`src/fwp_pkg.sv`:
```
package fwp_pkg;
	localparam int CLK_MHZ = 100;
	localparam int ADDR_W = 20;
	localparam int DATA_W = 8;

	// own register map, byte addresses on the software port
	localparam logic [7:0] REG_CMD = 8'h00;
	localparam logic [7:0] REG_ADDR = 8'h04;
	localparam logic [7:0] REG_WDATA = 8'h08;
	localparam logic [7:0] REG_CONFIG = 8'h0c;
	localparam logic [7:0] REG_STATUS = 8'h10;
	localparam logic [7:0] REG_RDATA = 8'h14;

	localparam int CFG_BOOT_PROT_BIT = 0;
	localparam int CFG_REISSUE_BIT = 1;
	localparam int CFG_HOLD_RESET_BIT = 2;
	localparam logic [2:0] CONFIG_RST = 3'h2;

	localparam int ST_BUSY_BIT = 0;
	localparam int ST_ABORT_BIT = 1;
	localparam int ST_REFUSED_BIT = 2;
	localparam int ST_SUPPLY_ERR_BIT = 3;
	localparam int ST_TIMEOUT_BIT = 4;
	localparam int ST_PENDING_BIT = 5;
	localparam int ST_SR_LSB = 8;
	localparam int ST_ERR_LSB = 16;

	// device status byte layout
	localparam int SR_READY = 7;
	localparam int SR_ERASE_ERR = 5;
	localparam int SR_WRITE_ERR = 4;
	localparam int SR_SUPPLY_ERR = 3;
	localparam int SR_PROTECT = 1;

	localparam logic [7:0] CMD_READ_ARRAY = 8'hff;
	localparam logic [7:0] CMD_READ_STATUS = 8'h70;
	localparam logic [7:0] CMD_WRITE_SETUP = 8'h40;
	localparam logic [7:0] CMD_LOCK_SETUP = 8'h60;
	localparam logic [7:0] CMD_LOCK_BLOCK = 8'h01;
	localparam logic [7:0] CMD_LOCK_PERM = 8'hf1;
	localparam logic [7:0] CMD_CONFIRM = 8'hd0;

	typedef enum logic [2:0] {
		OP_READ = 3'h0,
		OP_WRITE = 3'h1,
		OP_ERASE = 3'h2,
		OP_LOCK_BLOCK = 3'h3,
		OP_LOCK_PERM = 3'h4,
		OP_CLEAR_LOCKS = 3'h5,
		OP_CLEAR_STATUS = 3'h6,
		OP_RESET = 3'h7
	} fwp_op_t;

	// least times, rounded up to whole cycles
	localparam int T_WE_LOW_NS = 50;
	localparam int WE_LOW_CYC = (T_WE_LOW_NS * CLK_MHZ + 999) / 1000;
	localparam int T_ACCESS_NS = 100;
	localparam int ACCESS_CYC = (T_ACCESS_NS * CLK_MHZ + 999) / 1000;
	localparam int T_RP_LOW_NS = 100;
	localparam int RP_LOW_CYC = (T_RP_LOW_NS * CLK_MHZ + 999) / 1000;
	localparam int T_RP_RECOVER_NS = 1000;
	localparam int RP_RECOVER_CYC = (T_RP_RECOVER_NS * CLK_MHZ + 999) / 1000;
	localparam int SYNC_STAGES = 2;
endpackage : fwp_pkg

```
`src/fwp_cyc_if.sv`:
```
interface fwp_cyc_if;
	import fwp_pkg::*;
	logic req;
	logic wr;
	logic abort;
	logic [ADDR_W-1:0] addr;
	logic [DATA_W-1:0] wdata;
	logic done;
	logic [DATA_W-1:0] rdata;

	modport seq (output req, wr, abort, addr, wdata, input done, rdata);
	modport eng (input req, wr, abort, addr, wdata, output done, rdata);
endinterface : fwp_cyc_if

```
`src/fwp_bus_cycle.sv`:
```
module fwp_bus_cycle import fwp_pkg::*; (
	input wire logic i_clock,
	input wire logic i_rst_n,
	fwp_cyc_if.eng cyc,
	input wire logic [DATA_W-1:0] i_dq,
	output logic [ADDR_W-1:0] o_addr,
	output logic [DATA_W-1:0] o_dq,
	output logic o_dq_en_n,
	output logic o_ce_n,
	output logic o_we_n,
	output logic o_oe_n
);
	typedef enum logic [2:0] {
		E_IDLE = 3'b000,
		E_SETUP = 3'b001,
		E_PULSE = 3'b011,
		E_HOLD = 3'b010,
		E_READ = 3'b110
	} fwp_eng_t;

	fwp_eng_t st_q;
	logic [7:0] cnt_q;
	logic [ADDR_W-1:0] addr_q;
	logic [DATA_W-1:0] data_q;
	logic [DATA_W-1:0] rdata_q;
	logic [DATA_W-1:0] dq_m_q;
	logic [DATA_W-1:0] dq_s_q;
	logic done_q;
	logic ce_n_q;
	logic we_n_q;
	logic oe_n_q;
	logic dq_en_n_q;

	// data bus is asynchronous to us
	always_ff @(posedge i_clock) begin
		dq_m_q <= i_dq;
		dq_s_q <= dq_m_q;
	end

	always_ff @(posedge i_clock) begin
		done_q <= 1'b0;
		if (!i_rst_n || cyc.abort) begin
			st_q <= E_IDLE;
			cnt_q <= 8'h00;
			ce_n_q <= 1'b1;
			we_n_q <= 1'b1;
			oe_n_q <= 1'b1;
			dq_en_n_q <= 1'b1;
			if (!i_rst_n) begin
				addr_q <= '0;
				data_q <= '0;
				rdata_q <= '0;
			end
		end else begin
			case (st_q)
				E_IDLE: begin
					if (cyc.req) begin
						addr_q <= cyc.addr;
						data_q <= cyc.wdata;
						ce_n_q <= 1'b0;
						cnt_q <= 8'h00;
						if (cyc.wr) begin
							dq_en_n_q <= 1'b0;
							st_q <= E_SETUP;
						end else begin
							oe_n_q <= 1'b0;
							st_q <= E_READ;
						end
					end
				end
				E_SETUP: begin
					we_n_q <= 1'b0; // write enable low one cycle after chip enable
					st_q <= E_PULSE;
				end
				E_PULSE: begin
					if (cnt_q == 8'(WE_LOW_CYC - 1)) begin
						we_n_q <= 1'b1;
						st_q <= E_HOLD;
					end else begin
						cnt_q <= cnt_q + 8'h01;
					end
				end
				E_HOLD: begin
					// data held one cycle past the rising write edge
					ce_n_q <= 1'b1;
					dq_en_n_q <= 1'b1;
					done_q <= 1'b1;
					st_q <= E_IDLE;
				end
				E_READ: begin
					if (cnt_q == 8'(ACCESS_CYC + SYNC_STAGES - 1)) begin
						rdata_q <= dq_s_q;
						ce_n_q <= 1'b1;
						oe_n_q <= 1'b1;
						done_q <= 1'b1;
						st_q <= E_IDLE;
					end else begin
						cnt_q <= cnt_q + 8'h01;
					end
				end
				default: st_q <= E_IDLE;
			endcase
		end
	end

	assign cyc.done = done_q;
	assign cyc.rdata = rdata_q;
	assign o_addr = addr_q;
	assign o_dq = data_q;
	assign o_dq_en_n = dq_en_n_q;
	assign o_ce_n = ce_n_q;
	assign o_we_n = we_n_q;
	assign o_oe_n = oe_n_q;
endmodule : fwp_bus_cycle

```
`src/fwp_host.sv`:
```
// Behaviour
// - controller reissues the whole sequence of an operation aborted by reset; here only an altering one cut off in its confirm or poll step.
// - commands accepted only with chip and write enable both low.
// - altering commands are a setup write then a confirm write.
// - host keeps reset pin low through power-up and power-down.
// - host writes read-array command after each altering operation.
//
// Local design decisions: the address-and-strobe port and the register addresses.
module fwp_host import fwp_pkg::*; #(
	parameter logic [7:0] ERASE_SETUP_CODE = 8'h20,
	parameter logic [7:0] CLEAR_STATUS_CODE = 8'h50,
	parameter int POLL_LIMIT = 4000
) (
	input wire logic i_clock,
	input wire logic i_rst_n,
	input wire logic [7:0] i_addr,
	input wire logic [31:0] i_wdata,
	input wire logic i_wr,
	input wire logic i_rd,
	output logic [31:0] o_rdata,
	input wire logic i_power_good,
	output logic [ADDR_W-1:0] o_fl_addr,
	output logic [DATA_W-1:0] o_fl_dq,
	output logic o_fl_dq_en_n,
	input wire logic [DATA_W-1:0] i_fl_dq,
	output logic o_fl_ce_n,
	output logic o_fl_we_n,
	output logic o_fl_oe_n,
	output logic o_fl_rp_n,
	output logic o_fl_wp_n
);
	typedef enum logic [2:0] {
		ST_IDLE = 3'b000,
		ST_SETUP = 3'b001,
		ST_CONFIRM = 3'b011,
		ST_POLL = 3'b010,
		ST_FINISH = 3'b110,
		ST_READ = 3'b111,
		ST_RST_LOW = 3'b101,
		ST_RST_REC = 3'b100
	} fwp_state_t;

	fwp_cyc_if cyc();

	fwp_bus_cycle u_cycle (
		.i_clock(i_clock),
		.i_rst_n(i_rst_n),
		.cyc(cyc),
		.i_dq(i_fl_dq),
		.o_addr(o_fl_addr),
		.o_dq(o_fl_dq),
		.o_dq_en_n(o_fl_dq_en_n),
		.o_ce_n(o_fl_ce_n),
		.o_we_n(o_fl_we_n),
		.o_oe_n(o_fl_oe_n)
	);

	fwp_state_t state_q;
	fwp_state_t next_after;
	fwp_op_t op_q;
	logic [ADDR_W-1:0] addr_q;
	logic [DATA_W-1:0] wdata_q;
	logic [2:0] cfg_q;
	logic [DATA_W-1:0] sr_q;
	logic [3:0] err_q;
	logic [DATA_W-1:0] rdata_q;
	logic [31:0] rd_q;
	logic [7:0] cnt_q;
	logic [31:0] poll_q;
	logic issued_q, req_q, aborted_q, pending_q, refused_q, timeout_q;
	logic pg_m_q, pg_s_q;
	logic hold_reset, idle, start, altering, in_flight, rec_done, poll_ready;
	logic [DATA_W-1:0] cyc_data;
	logic [31:0] status_word;

	always_ff @(posedge i_clock) begin
		if (!i_rst_n) begin
			pg_m_q <= 1'b0;
			pg_s_q <= 1'b0;
		end else begin
			pg_m_q <= i_power_good;
			pg_s_q <= pg_m_q;
		end
	end

	// power fail or software hold both pin the device in reset
	assign hold_reset = cfg_q[CFG_HOLD_RESET_BIT] | ~pg_s_q;
	assign idle = (state_q == ST_IDLE);
	assign start = i_wr && (i_addr == REG_CMD) && idle;
	assign altering = (op_q != OP_READ) && (op_q != OP_CLEAR_STATUS) && (op_q != OP_RESET);
	assign in_flight = altering && ((state_q == ST_CONFIRM) || (state_q == ST_POLL));
	assign rec_done = (state_q == ST_RST_REC) && (cnt_q == 8'(RP_RECOVER_CYC - 1));
	assign poll_ready = cyc.rdata[SR_READY]; // ready bit high means engine idle

	always_comb begin
		next_after = ST_IDLE;
		case (state_q)
			ST_SETUP: begin
				if (op_q == OP_CLEAR_STATUS) begin
					next_after = ST_FINISH;
				end else if (op_q == OP_READ) begin
					next_after = ST_READ;
				end else begin
					next_after = ST_CONFIRM; // second step of the pair
				end
			end
			ST_CONFIRM: next_after = ST_POLL;
			// give up only on a finished read, so no engine cycle is cut short
			ST_POLL: next_after = (poll_ready || timeout_q) ? ST_FINISH : ST_POLL;
			ST_FINISH: next_after = ST_IDLE;
			ST_READ: next_after = ST_IDLE;
			default: next_after = ST_IDLE;
		endcase
	end

	always_comb begin
		cyc_data = CMD_READ_ARRAY;
		case (state_q)
			ST_SETUP: begin
				case (op_q)
					OP_WRITE: cyc_data = CMD_WRITE_SETUP;
					OP_ERASE: cyc_data = ERASE_SETUP_CODE;
					OP_LOCK_BLOCK, OP_LOCK_PERM, OP_CLEAR_LOCKS: cyc_data = CMD_LOCK_SETUP;
					OP_CLEAR_STATUS: cyc_data = CLEAR_STATUS_CODE;
					default: cyc_data = CMD_READ_ARRAY;
				endcase
			end
			ST_CONFIRM: begin
				case (op_q)
					OP_WRITE: cyc_data = wdata_q;
					OP_LOCK_BLOCK: cyc_data = CMD_LOCK_BLOCK;
					OP_LOCK_PERM: cyc_data = CMD_LOCK_PERM;
					default: cyc_data = CMD_CONFIRM;
				endcase
			end
			default: cyc_data = CMD_READ_ARRAY; // leave device in array reads
		endcase
	end

	assign cyc.req = req_q;
	assign cyc.wr = (state_q != ST_POLL) && (state_q != ST_READ);
	assign cyc.addr = addr_q;
	assign cyc.wdata = cyc_data;
	// bus cycles dropped while the reset pin is low
	assign cyc.abort = hold_reset || (state_q == ST_RST_LOW);
	assign o_fl_rp_n = (state_q != ST_RST_LOW);
	assign o_fl_wp_n = ~cfg_q[CFG_BOOT_PROT_BIT]; // boot blocks guarded by pin

	always_ff @(posedge i_clock) begin
		req_q <= 1'b0;
		if (!i_rst_n) begin
			state_q <= ST_RST_LOW; // reset pin low from power-up
			cnt_q <= 8'h00;
			issued_q <= 1'b0;
		end else if (hold_reset && (state_q != ST_RST_LOW)) begin
			state_q <= ST_RST_LOW;
			cnt_q <= 8'h00;
			issued_q <= 1'b0;
		end else begin
			case (state_q)
				ST_IDLE: begin
					if (start) begin
						cnt_q <= 8'h00;
						state_q <= (fwp_op_t'(i_wdata[2:0]) == OP_RESET) ? ST_RST_LOW : ST_SETUP;
					end
				end
				ST_SETUP, ST_CONFIRM, ST_POLL, ST_FINISH, ST_READ: begin
					if (!issued_q) begin
						req_q <= 1'b1;
						issued_q <= 1'b1;
					end else if (cyc.done) begin
						issued_q <= 1'b0;
						state_q <= next_after;
					end
				end
				ST_RST_LOW: begin
					if (cnt_q != 8'(RP_LOW_CYC - 1)) begin
						cnt_q <= cnt_q + 8'h01;
					end else if (!hold_reset) begin
						cnt_q <= 8'h00;
						state_q <= ST_RST_REC;
					end
				end
				ST_RST_REC: begin
					// no polling until the device's reset has run out; array reads follow
					if (rec_done) begin
						cnt_q <= 8'h00;
						state_q <= pending_q ? ST_SETUP : ST_IDLE; // reissue from setup
					end else begin
						cnt_q <= cnt_q + 8'h01;
					end
				end
				default: state_q <= ST_RST_LOW;
			endcase
		end
	end

	// poll watchdog: a stuck device would otherwise hang the sequencer
	always_ff @(posedge i_clock) begin
		if (!i_rst_n || start) begin
			poll_q <= 32'h0;
			timeout_q <= 1'b0;
		end else if (state_q == ST_POLL && !timeout_q) begin
			poll_q <= poll_q + 32'h1;
			if (poll_q == 32'(POLL_LIMIT - 1)) begin
				timeout_q <= 1'b1;
			end
		end else if (state_q == ST_FINISH) begin
			poll_q <= 32'h0;
		end
	end

	always_ff @(posedge i_clock) begin
		if (!i_rst_n) begin
			aborted_q <= 1'b0;
			pending_q <= 1'b0;
		end else if (hold_reset && in_flight) begin
			aborted_q <= 1'b1; // interrupted work is flagged; reissued only if the reissue bit is set
			pending_q <= cfg_q[CFG_REISSUE_BIT];
		end else if (start) begin
			aborted_q <= 1'b0;
			pending_q <= 1'b0;
		end else if (rec_done) begin
			pending_q <= 1'b0;
		end
	end

	always_ff @(posedge i_clock) begin
		if (!i_rst_n || state_q == ST_RST_LOW) begin
			sr_q <= '0; // device status is lost with the reset pin
			err_q <= 4'h0;
		end else if (state_q == ST_POLL && cyc.done) begin
			sr_q <= cyc.rdata;
			if (poll_ready) begin
				// protect bit covers lock bits, boot pin and permanent lock
				// supply bit covers program lockout
				err_q <= err_q | {cyc.rdata[SR_ERASE_ERR], cyc.rdata[SR_WRITE_ERR],
					cyc.rdata[SR_SUPPLY_ERR], cyc.rdata[SR_PROTECT]};
			end
		end else if (state_q == ST_SETUP && op_q == OP_CLEAR_STATUS && cyc.done) begin
			sr_q <= '0;
			err_q <= 4'h0; // clear-status and the reset pin drop the sticky errors
		end
	end

	always_ff @(posedge i_clock) begin
		if (!i_rst_n) begin
			rdata_q <= '0;
		end else if (state_q == ST_READ && cyc.done) begin
			rdata_q <= cyc.rdata;
		end
	end

	always_ff @(posedge i_clock) begin
		if (!i_rst_n) begin
			op_q <= OP_READ;
			addr_q <= '0;
			wdata_q <= '0;
			cfg_q <= CONFIG_RST;
		end else if (i_wr) begin
			// operands frozen while a sequence runs
			if (start) begin
				op_q <= fwp_op_t'(i_wdata[2:0]);
			end
			if (i_addr == REG_ADDR && idle) begin
				addr_q <= i_wdata[ADDR_W-1:0];
			end
			if (i_addr == REG_WDATA && idle) begin
				wdata_q <= i_wdata[DATA_W-1:0];
			end
			if (i_addr == REG_CONFIG) begin
				cfg_q <= i_wdata[2:0];
			end
		end
	end

	// refused writes stick; a new refusal beats the clear
	always_ff @(posedge i_clock) begin
		if (!i_rst_n) begin
			refused_q <= 1'b0;
		end else if (i_wr && !idle && (i_addr == REG_CMD || i_addr == REG_ADDR
			|| i_addr == REG_WDATA)) begin
			refused_q <= 1'b1;
		end else if (i_wr && i_addr == REG_STATUS && i_wdata[ST_REFUSED_BIT]) begin
			refused_q <= 1'b0;
		end
	end

	always_comb begin
		status_word = 32'h0;
		status_word[ST_BUSY_BIT] = ~idle;
		status_word[ST_ABORT_BIT] = aborted_q;
		status_word[ST_REFUSED_BIT] = refused_q;
		// supply fault only counts alongside an operation error
		status_word[ST_SUPPLY_ERR_BIT] = err_q[1] & (err_q[3] | err_q[2]);
		status_word[ST_TIMEOUT_BIT] = timeout_q;
		status_word[ST_PENDING_BIT] = pending_q;
		status_word[ST_SR_LSB +: DATA_W] = sr_q;
		status_word[ST_ERR_LSB +: 4] = err_q;
	end

	always_ff @(posedge i_clock) begin
		if (!i_rst_n) begin
			rd_q <= 32'h0;
		end else if (i_rd) begin
			case (i_addr)
				REG_CMD: rd_q <= {29'h0, op_q};
				REG_ADDR: rd_q <= 32'(addr_q);
				REG_WDATA: rd_q <= 32'(wdata_q);
				REG_CONFIG: rd_q <= {29'h0, cfg_q};
				REG_STATUS: rd_q <= status_word;
				REG_RDATA: rd_q <= 32'(rdata_q);
				default: rd_q <= 32'h0;
			endcase
		end else begin
			rd_q <= 32'h0;
		end
	end

	assign o_rdata = rd_q;
endmodule : fwp_host

```
`config.mk`:
```
export PLATFORM = sky130hd
export DESIGN_NAME = fwp_host
export DESIGN_NICKNAME = d
export VERILOG_FILES = /design/src/fwp_pkg.sv /design/src/fwp_cyc_if.sv /design/src/fwp_bus_cycle.sv /design/src/fwp_host.sv
export SDC_FILE = /design/constraint.sdc
export NUM_CORES = 1
export LEC_CHECK = 0
export BUFFER_PORTS_ARGS = -buffer_cell sky130_fd_sc_hd__buf_4
export CAP_MARGIN = 20
export CORE_MARGIN = 2
export CORE_UTILIZATION = 50
export DETAILED_ROUTE_END_ITERATION = 10
export PLACE_DENSITY = 0.69
export SLEW_MARGIN = 0
export SYNTH_ARGS = -nofsm -noshare
export SYNTH_HDL_FRONTEND = slang
export SYNTH_SLANG_ARGS = --single-unit
```
`constraint.sdc`:
```
create_clock -name i_clock -period 4.7 [get_ports i_clock]
set_input_delay 0.47 -clock i_clock [delete_from_list [all_inputs] [get_ports i_clock]]
set_output_delay 0.47 -clock i_clock [all_outputs]
set_load 0.01 [all_outputs]
```
======== After elaboration in Yosys (flattened, before gate mapping) ========
Cells that the tools add are included.
operators by class
  add/sub/neg operators ................... 3
  equality and inequality tests ........... 49
  muxes and demuxes ....................... 72
  bitwise logic cells ..................... 9
  reduce and logical (&&, ||, !) cells .... 72
operators by type and width
  operator                 count
  $mux W8                  16
  $pmux W20 S6             1
  $mux W20                 4
  $pmux W8 S3              3
  $mux W32                 2
  $mux W3                  14
  $add A32 B1 Y32 const B  1
  $eq A32 B12 Y1 const B   1
  $pmux W8 S4              1
  $eq A3 B3 Y1 const B     9
  $eq A8 B4 Y1 const B     3
  $pmux W3 S4              2
  $reduce_bool A2 Y1       11
  $logic_and A1 B1 Y1      20
  $ne A2 B2 Y1 const B     10
  $mux W1                  19
  $eq A3 B2 Y1 const B     6
  $reduce_and A3 Y1        6
  $add A8 B1 Y8 const B    2
  $eq A8 B3 Y1 const B     2
  $eq A8 B5 Y1 const B     2
  $pmux W8 S2              1
  $reduce_and A2 Y1        8
  $ne A3 B3 Y1 const B     5
  other kinds (23)         56
word-level totals
  flip-flop bits (word level) ............. 205
  input port bits ......................... 53
  output and inout bits ................... 66

======== Depth between registers and ports, before layout ========
Gate-level depths: netlist of run 1.
  depth after elaboration ................. 7
  gate-level depth with buffers ........... 8
  mapped depth without buffers ............ 7

======== Hierarchy ========
A second synthesis of run 1 with hierarchy kept.
unflattened totals
  cells, all modules ...................... 915
  area, all modules ....................... 8708.4 um^2
modules (own cells, without submodules)
  module         times used  cells an instance  area each (um^2)  seq. area each (um^2)
  fwp_host       1           731                6249.7            2502.4
  fwp_bus_cycle  1           184                2458.6            1721.7

======== Worst setup path before layout of run 1 ========
No wires, ideal clock.
  kind .................................... register to register
  start point ............................. register u_cycle.st_q[0]
  end point ............................... register u_cycle.addr_q[0] (netlist: u_cycle.o_addr[0]), enable pin
  setup time .............................. 0.452 ns
  arrival ................................. 3.224 ns
  slack ................................... 1.024 ns
  stages on the path, launching flop included .. 4
  clock period less this slack ............ 3.676 ns
  path through ............................ dfxtp_1 -> clkbuf_1 -> or4b_2 -> o21ai_0
on the way
  longest elaborated chain between the ends .. 3
RTL lines
  item                          RTL line             source
  start: declaration            fwp_bus_cycle.sv:21  fwp_eng_t st_q;
  start signal: assignment      fwp_bus_cycle.sv:43  st_q <= E_IDLE;
  start signal: assignment      fwp_bus_cycle.sv:64  st_q <= E_SETUP;
  start signal: assignment      fwp_bus_cycle.sv:67  st_q <= E_READ;
  $logic_not A3 Y1              fwp_bus_cycle.sv:55  case (st_q)
  $reduce_bool A2 Y1 (no line)  --
  $reduce_and A3 Y1 (no line)   --
  end signal: assignment        fwp_bus_cycle.sv:58  addr_q <= cyc.addr;
  end: declaration              fwp_bus_cycle.sv:23  logic [ADDR_W-1:0] addr_q;
Every way passes these cells.
A chain may end at the register's enable or synchronous reset.

======== Worst setup path in the final report of run 1 ========
  start point ............................. register state_q[1]
  end point ............................... register addr_q[10]
on the way
  longest elaborated chain between the ends .. 3
RTL lines
  item                         RTL line         source
  start: declaration           fwp_host.sv:58   fwp_state_t state_q;
  start signal: assignment     fwp_host.sv:164  state_q <= (fwp_op_t'(i_wdata[2:0]) == OP_RESET) ? ST_RST_LOW : ST_SETUP;
  start signal: assignment     fwp_host.sv:173  state_q <= next_after;
  start signal: assignment     fwp_host.sv:188  state_q <= pending_q ? ST_SETUP : ST_IDLE;
  $logic_not A3 Y1             fwp_host.sv:88   assign idle = (state_q == ST_IDLE);
  $logic_and A1 B1 Y1          fwp_host.sv:265  if (i_addr == REG_ADDR && idle) begin
  $reduce_and A2 Y1 (no line)  --
  end signal: assignment       fwp_host.sv:266  addr_q <= i_wdata[ADDR_W-1:0];
  end: declaration             fwp_host.sv:61   logic [ADDR_W-1:0] addr_q;
Every way passes these cells.

==> summary.md, run 1 <==
| Metric | Value |
|---|---|
| Status | finished, final reports clean |
| Final core utilization | between 50% and 60% |
| Fin. Hold Viols | 0 |
| Gpl congestion | 0.856 |
| Dpl ws | roughly 1800 ps |
| TritonCTS clock tree | built |
| Crit path DAT | ~3200 ps |
| Mapped Cells | 906 |
| Relative slew slack | 33.2% |
| CP Class | reg2reg |
| Yosys Warn Count | 0 |
| Post-CTS Resized | 0 |
| Syn_area_per_cell | 9.23 µm² |
| First-pass GRT wire length | around 32000 µm |
| Worst R2R Path Depth | 5 |
| Crit start category | register |
| CTS root buf | clkbuf_16 |
| HP Class | in2reg |
| Min Tclk post-route | 2830 ps |
| Yosys cell types | slightly below 70 |
| Register area share after synthesis | 50.5% |
| Vias in the first global route | between 6000 and 7000 |
| Routed Antenna Nets | 0 |
| Area leader, netlist | dfxtp_1 |
| Layout filler cell count | 1445 |
| RR Startpoint | state_q[1] |
| DR vias | 6718 |
| Worst-Skew Late Latency | 440 ps |
| Worst slew pin tran | 995 ps |
| # rows | 47 |
| Initial antenna violation count | 0 |
| Die area | 0.0178 mm² |
| Worst setup EP type | register |
| Final setup fails | 0 |
| RR Endpoint | addr_q[10] |
| Crit path max fanout | 30 |
| Final period util | 60.2% |
| Number of synthesized register bits | 193 |
| Clock skew | 11.9 ps |
| Initial Util | between 50 and 60% |
| Final nets | between 1000 and 1500 |
| Pin count of the biggest net entering global routing | 60 |
| Final-report max-slew violation count | 0 |
| Area growth, synth to finish | 17.6% |
| Die W | 133 µm |
| EDFF count, synth | 36 |
| DRT Wirelength | 19000 µm |
| Top post-synthesis cells by area | dfxtp_1 (38%), edfxtp_1 (13%), nand2_1 (4.9%) |
| CTS HTree Levels | 4 |
| Worst Setup EP | addr_q[10] |
| Mapped cell area | 0.00836 mm² |
| Antenna cells | 0 |
| Clk buf depth | 2 |
| Max Cap Violations | 0 |
| All-Layer GR Usage | 22.0% |
| Leak pwr | approximately 0.0035 µW |
| I/O pin count | approximately 120 |
| Routed WL per cell | 15.7 µm |
| CP Launch Point | state_q[1] |
| Cell area power density | 337 mW/mm² |
| Share of post-route cells with drive strength above 1 | 15.7% |
| FMAX | 353 MHz |
| Iteration-0 DRC Markers | 492 |
| Required time of the worst setup path | 5070 ps |
| Ys async rst share | 0% |
| Top-area cell type share of the netlist area | 37.6% |
| Clock buffer count from CTS | 17 |
| Peak VDD IR | 255 µV |
| Setup ws final | between 1500 and 2000 ps |
| Setup_tns | 0 ps |
| RSZ-0062 raised after global routing | false |
| Core Region | 0.0165 mm² |
| GRT overflow | 0 |
| Hold_buf cts | 0 |
| # clock sinks | 193 |
| Top_reg_cell synth | dfxtp_1 |
| Hpwl dp | 13100 µm |
| Clk slew on worst S/H paths | around 80 ps |
| DR vias/cell | roughly 5.5 |
| DR DRC count | 0 |
| R2r setup slk | between 1500 and 2000 ps |
| Setup Buffers After CTS | 0 |
| IO buf count | 94 |
| Die Ht | 133 µm |
| Drt pass-1 iters | 5 |
[where the power goes]
part           internal, µW  leakage [µW]  switching, µW
clock network           780      0.000308            725
logic                  46.8       0.00160           54.8
registers              1700       0.00164           8.95
[flip-flops by register name, indices dropped and copies added, names as in the netlist, 3 cells and up]
name	flops
cnt_q	8
cfg_q	3
err_q	4
u_cycle.dq_m_q	8
wdata_q	8
u_cycle.dq_s_q	8
sr_q	8
u_cycle.o_addr	20
addr_q	20
u_cycle.cnt_q	8
poll_q	32
u_cycle.cyc.rdata	8
o_rdata	20
u_cycle.st_q	3
rdata_q	8
op_q	3
u_cycle.o_dq	8
state_q	3
[final cells by class]
class                   instances  area (µm²)  area share [%]
clock buffers                  17         425            4.33
flip-flops and latches        193        4220            43.0
clock inverters                15         213            2.16
inverters                      20        75.1           0.764
repair buffers                104         781            7.94
well taps                     220         275            2.80
multi-input cells             642        3840            39.0
[cells in the mapped netlist (4+ instances only)]
cell type,count
clkbuf_1,46
a211oi_1,5
and2_1,37
or4_1,10
a21oi_1,52
nor2_1,80
mux2i_1,16
or3_1,7
nand3_1,30
ha_1,5
nand2_1,110
xor2_1,9
nand4_1,11
o211ai_1,12
a22oi_1,24
inv_1,20
a41oi_1,4
a31oi_1,13
edfxtp_1,36
o31ai_1,6
a311oi_1,7
a222oi_1,9
nor3_1,16
dfxtp_1,157
buf_4,12
nor4_1,10
a21boi_0,29
o21ai_0,33
nor2b_1,19
and3_1,9
o21a_1,7
nand2b_1,10
[cells in the final DEF (no fill, tap or decap), types with 29 or more instances in the layout]
| cell | netlist | layout |
|---|---|---|
| nand3_1 | 30 | 30 |
| o21ai_0 | 33 | 32 |
| buf_4 | 12 | 104 |
| nor2_1 | 80 | 80 |
| a21boi_0 | 29 | 29 |
| edfxtp_1 | 36 | 36 |
| and2_1 | 37 | 37 |
| a21oi_1 | 52 | 52 |
| nand2_1 | 110 | 110 |
| dfxtp_1 | 157 | 157 |
[critical path, cell delays in order (launching register included)]
cell and delay (ps):
dfxtp_1 620, or4b_2 830, nor4_2 760, buf_4 320
nand2_1 80, a21boi_0 130
[kinds of logic after synthesis]
| kind of cell | Yosys count | synth area share, % |
|---|---|---|
| simple gates | 375 | 22.9 |
| compound gates | 222 | 18.3 |
| flops | 193 | 50.5 |
| buf+inv | 82 | 4.26 |
| mux | 17 | 2.05 |
| xor+xnor | 11 | 1.15 |
| fa+ha+maj | 5 | 0.748 |
| other cells | 1 | 0.0448 |
[per-layer routing]
metal	up-vias	track usage, %	routed length [µm]
li1	3401	-	-
met1	3105	29.1	8670
met2	192	36.4	9060
met3	20	4.45	1020
met4	0	6.91	244
met5	-	0	0
[worst min-delay path by stage]
| stage | endpoint | slack (ps) | start | cells past startpoint |
|---|---|---|---|---|
| finish | u_cycle.dq_m_q[2] | 130 | i_fl_dq[2] | 1 |
| global route | u_cycle.dq_m_q[6] | 110 | i_fl_dq[6] | 1 |
| global placement | u_cycle.dq_s_q[6] | 310 | u_cycle.dq_m_q[6] | 0 |
| CTS | u_cycle.dq_m_q[2] | 120 | i_fl_dq[2] | 1 |
| floorplan | u_cycle.dq_s_q[0] | 310 | u_cycle.dq_m_q[0] | 0 |
| detailed placement | u_cycle.dq_s_q[3] | 310 | u_cycle.dq_m_q[3] | 0 |
[through the flow]
step | area (µm²) | total power (µW) | hold WS [ps] | instances
final | 9830 | 3320 | 126 | 1211
after global routing | 9830 | 3420 | 114 | 1211
after CTS | 9830 | 3340 | 116 | 1211
after global placement | 9190 | 1850 | 311 | 1179
after detailed placement | 9190 | 1850 | 313 | 1179
after floorplan | 8400 | 1800 | 310 | 917
(Power assumes the default switching activity.)
==> run 2: changes to the inputs <==
PLACE_DENSITY = 0.72   (was 0.69)
clock period = 2.4 ns   (was 4.7 ns; I/O delays follow)
==> summary.md, run 2 (synthesized netlist as in run 1, its figures left out) <==
| Metric | Value |
|---|---|
| DR DRC count | 0 (unchanged) |
| Final setup fails | 0 (unchanged) |
| Die area | 0.0178 mm² (unchanged) |
| WL met3 | 1030 µm (+0.49%) |
| CP Class | reg2reg |
| First-pass GRT wire length | 32600 µm (+3.0%) |
| Iteration-0 DRC Markers | 582 (+18%) |
| Die Ht | 133 µm (unchanged) |
| RR Endpoint | poll_q[23] |
| Initial Util | 50.8% (unchanged) |
| RR Startpoint | poll_q[2] |
| Worst setup EP type | register |
| Crit path DAT | 2510 ps (-690 ps) |
| Max Cap Violations | 0 (unchanged) |
| CTS root buf | clkbuf_16 |
| # clock sinks | 193 (unchanged) |
| Crit path max fanout | 6 (-80%) |
| Routed WL per cell | 15.9 µm (+1.5%) |
| Area growth, synth to finish | 21.2% |
| # rows | 47 (unchanged) |
| Fin. Hold Viols | 0 (unchanged) |
| IO buf count | 94 (unchanged) |
| HP Class | in2reg |
| Worst-Skew Late Latency | 430 ps (about the same) |
| Hpwl dp | 13900 µm (+5.6%) |
| Hold worst-path end | pg_m_q |
| Max FFs per register | 32 (unchanged) |
| Hold path start | i_power_good |
| Worst slew pin tran | 738 ps (-256 ps) |
| Clock buffer count from CTS | 17 (unchanged) |
| I/O pin count | 119 (unchanged) |
| Relative slew slack | 50.1% (+17 points) |
| Share of post-route cells with drive strength above 1 | 18.1% (+2.4 points) |
| TritonCTS clock tree | built |
| DR vias | 7101 (+5.7%) |
| Worst R2R Path Depth | 5 (unchanged) |
| CTS HTree Levels | 4 (unchanged) |
| Drt pass-1 iters | 5 (unchanged) |
| Setup_tns | 0 ps (unchanged) |
| Routed Antenna Nets | 0 (unchanged) |
| Most common cell after layout, fill and taps aside | dfxtp_1 |
| R2r setup slk | 220 ps (-1650 ps) |
| Required time of the worst setup path | 2720 ps (-2350 ps) |
| FMAX | 458 MHz (+30%) |
| DR vias/cell | 5.69 (+2.6%) |
| Pin count of the biggest net entering global routing | 31 (-48%) |
| Pwr Total | 6470 µW (+95%) |
| Met1 Wirelength | 9030 µm (+4.2%) |
| Clk buf depth | 2 (unchanged) |
| Vias in the first global route | 6536 (+3.4%) |
| Cell area power density | 639 mW/mm² (+89%) |
| GRT overflow | 0 (unchanged) |
| Top layer in use | met4 |
| Final-report max-slew violation count | 0 (unchanged) |
| Hold Crit Depth | 2 (+1) |
| Leak pwr | 0.00372 µW (+4.8%) |
| Crit start category | register |
| RSZ-0062 raised after global routing | false |
| Die W | 133 µm (unchanged) |
| All-Layer GR Usage | 22.5% (+0.52 points) |
| DRT Wirelength | 19800 µm (+4.5%) |
| Clock skew | 10.4 ps (-1.54 ps) |
| Final nets | 1072 (+3.5%) |
| Initial antenna violation count | 0 (unchanged) |
| Min Tclk post-route | 2180 ps (-647 ps) |
| Biggest register | poll_q |
| Final period util | 90.9% (+31 points) |
| Clk slew on worst S/H paths | 80 ps (about the same) |
| Setup Buffers After CTS | 0 (unchanged) |
| Layout filler cell count | 1397 (-3.3%) |
| Status | finished, final reports clean |
| Core Region | 0.0165 mm² (unchanged) |
| Met2 WL | 9370 µm (+3.4%) |
| Antenna cells | 0 (unchanged) |
| Most frequent cells in the layout | dfxtp_1 (157), buf_4 (131), nand2_1 (110) |
| Peak VDD IR | 519 µV (+100%) |
| Gpl congestion | 0.885 (+3.4%) |
## run 2: cell types whose count changed in the layout (fill, tap and decap cells not counted)
cell | previous run | this run
buf_12 | 0 | 1
clkinvlp_4 | 0 | 1
nor2_1 | 80 | 79
inv_12 | 1 | 0
clkinv_4 | 2 | 0
nor4_2 | 2 | 3
dlygate4sd3_1 | 0 | 8
nor4_1 | 9 | 8
buf_4 | 104 | 131
nor2_2 | 0 | 1
clkbuf_8 | 0 | 1
inv_6 | 2 | 4
clkinv_8 | 6 | 5
## run 2: timing repair
item | CTS | global route
setup endpoints to repair | 0 | 3
gates resized for setup | 0 | 2
hold buffers | 8 | 0
hold endpoints to repair | 8 | 0
## run 2: worst max-delay path: stages (launching register included)
cell	delay, ps
dfxtp_1	420
nand3_1	190
or3_1	490
or4_1	590
a21o_1	200
a21o_1	170
## run 2: area by class of cell
type	count	area (µm²)	area share [%]
clock buffers	18	439	4.33
clock inverters	14	188	1.85
inverters	20	75.1	0.741
multi-input cells	642	3850	38.0
flip-flops and latches	193	4220	41.7
well taps	220	275	2.72
repair buffers	140	1080	10.7
## run 2: worst max-delay path by stage
stage / start / to / slack, ps / cells after the start
2_1_floorplan: u_cycle.st_q[0] / u_cycle.o_addr[0] / 10 / 3
3_5_place_dp: i_addr[4] / poll_q[29] / 70 / 7
5_1_grt: u_cycle.cnt_q[4] / u_cycle.cnt_q[4] / 40 / 5
4_1_cts: state_q[0] / poll_q[21] / 130 / 6
6_report: poll_q[2] / poll_q[23] / 220 / 5
3_3_place_gp: i_addr[4] / poll_q[21] / 100 / 7
## run 2: report_power, final
group	total, µW	switching, µW	internal (µW)
clock	2910	1370	1540
combinational	218	113	104
sequential	3350	18.1	3330
## run 2: per-layer routing
metal,vias to the layer above,global-route usage (%)
li1,3459,-
met3,36,3.96
met4,0,7.92
met2,230,36.8
met5,-,0
met1,3376,30.1
## run 2: stage by stage
| stage | hold slack, ps | instances | utilization [%] | setup slack (ps) | instance area, µm² |
|---|---|---|---|---|---|
| floorplan | 268 | 917 | - | 9.88 | 8410 |
| global placement | 311 | 1207 | 57.2 | 98.5 | 9420 |
| detailed placement | 315 | 1207 | 57.2 | 72.3 | 9420 |
| CTS | 5.84 | 1247 | 61.5 | 130 | 10100 |
| global route | 11.6 | 1247 | 61.5 | 36.1 | 10100 |
| finish | 17.4 | 1247 | 61.5 | 218 | 10100 |
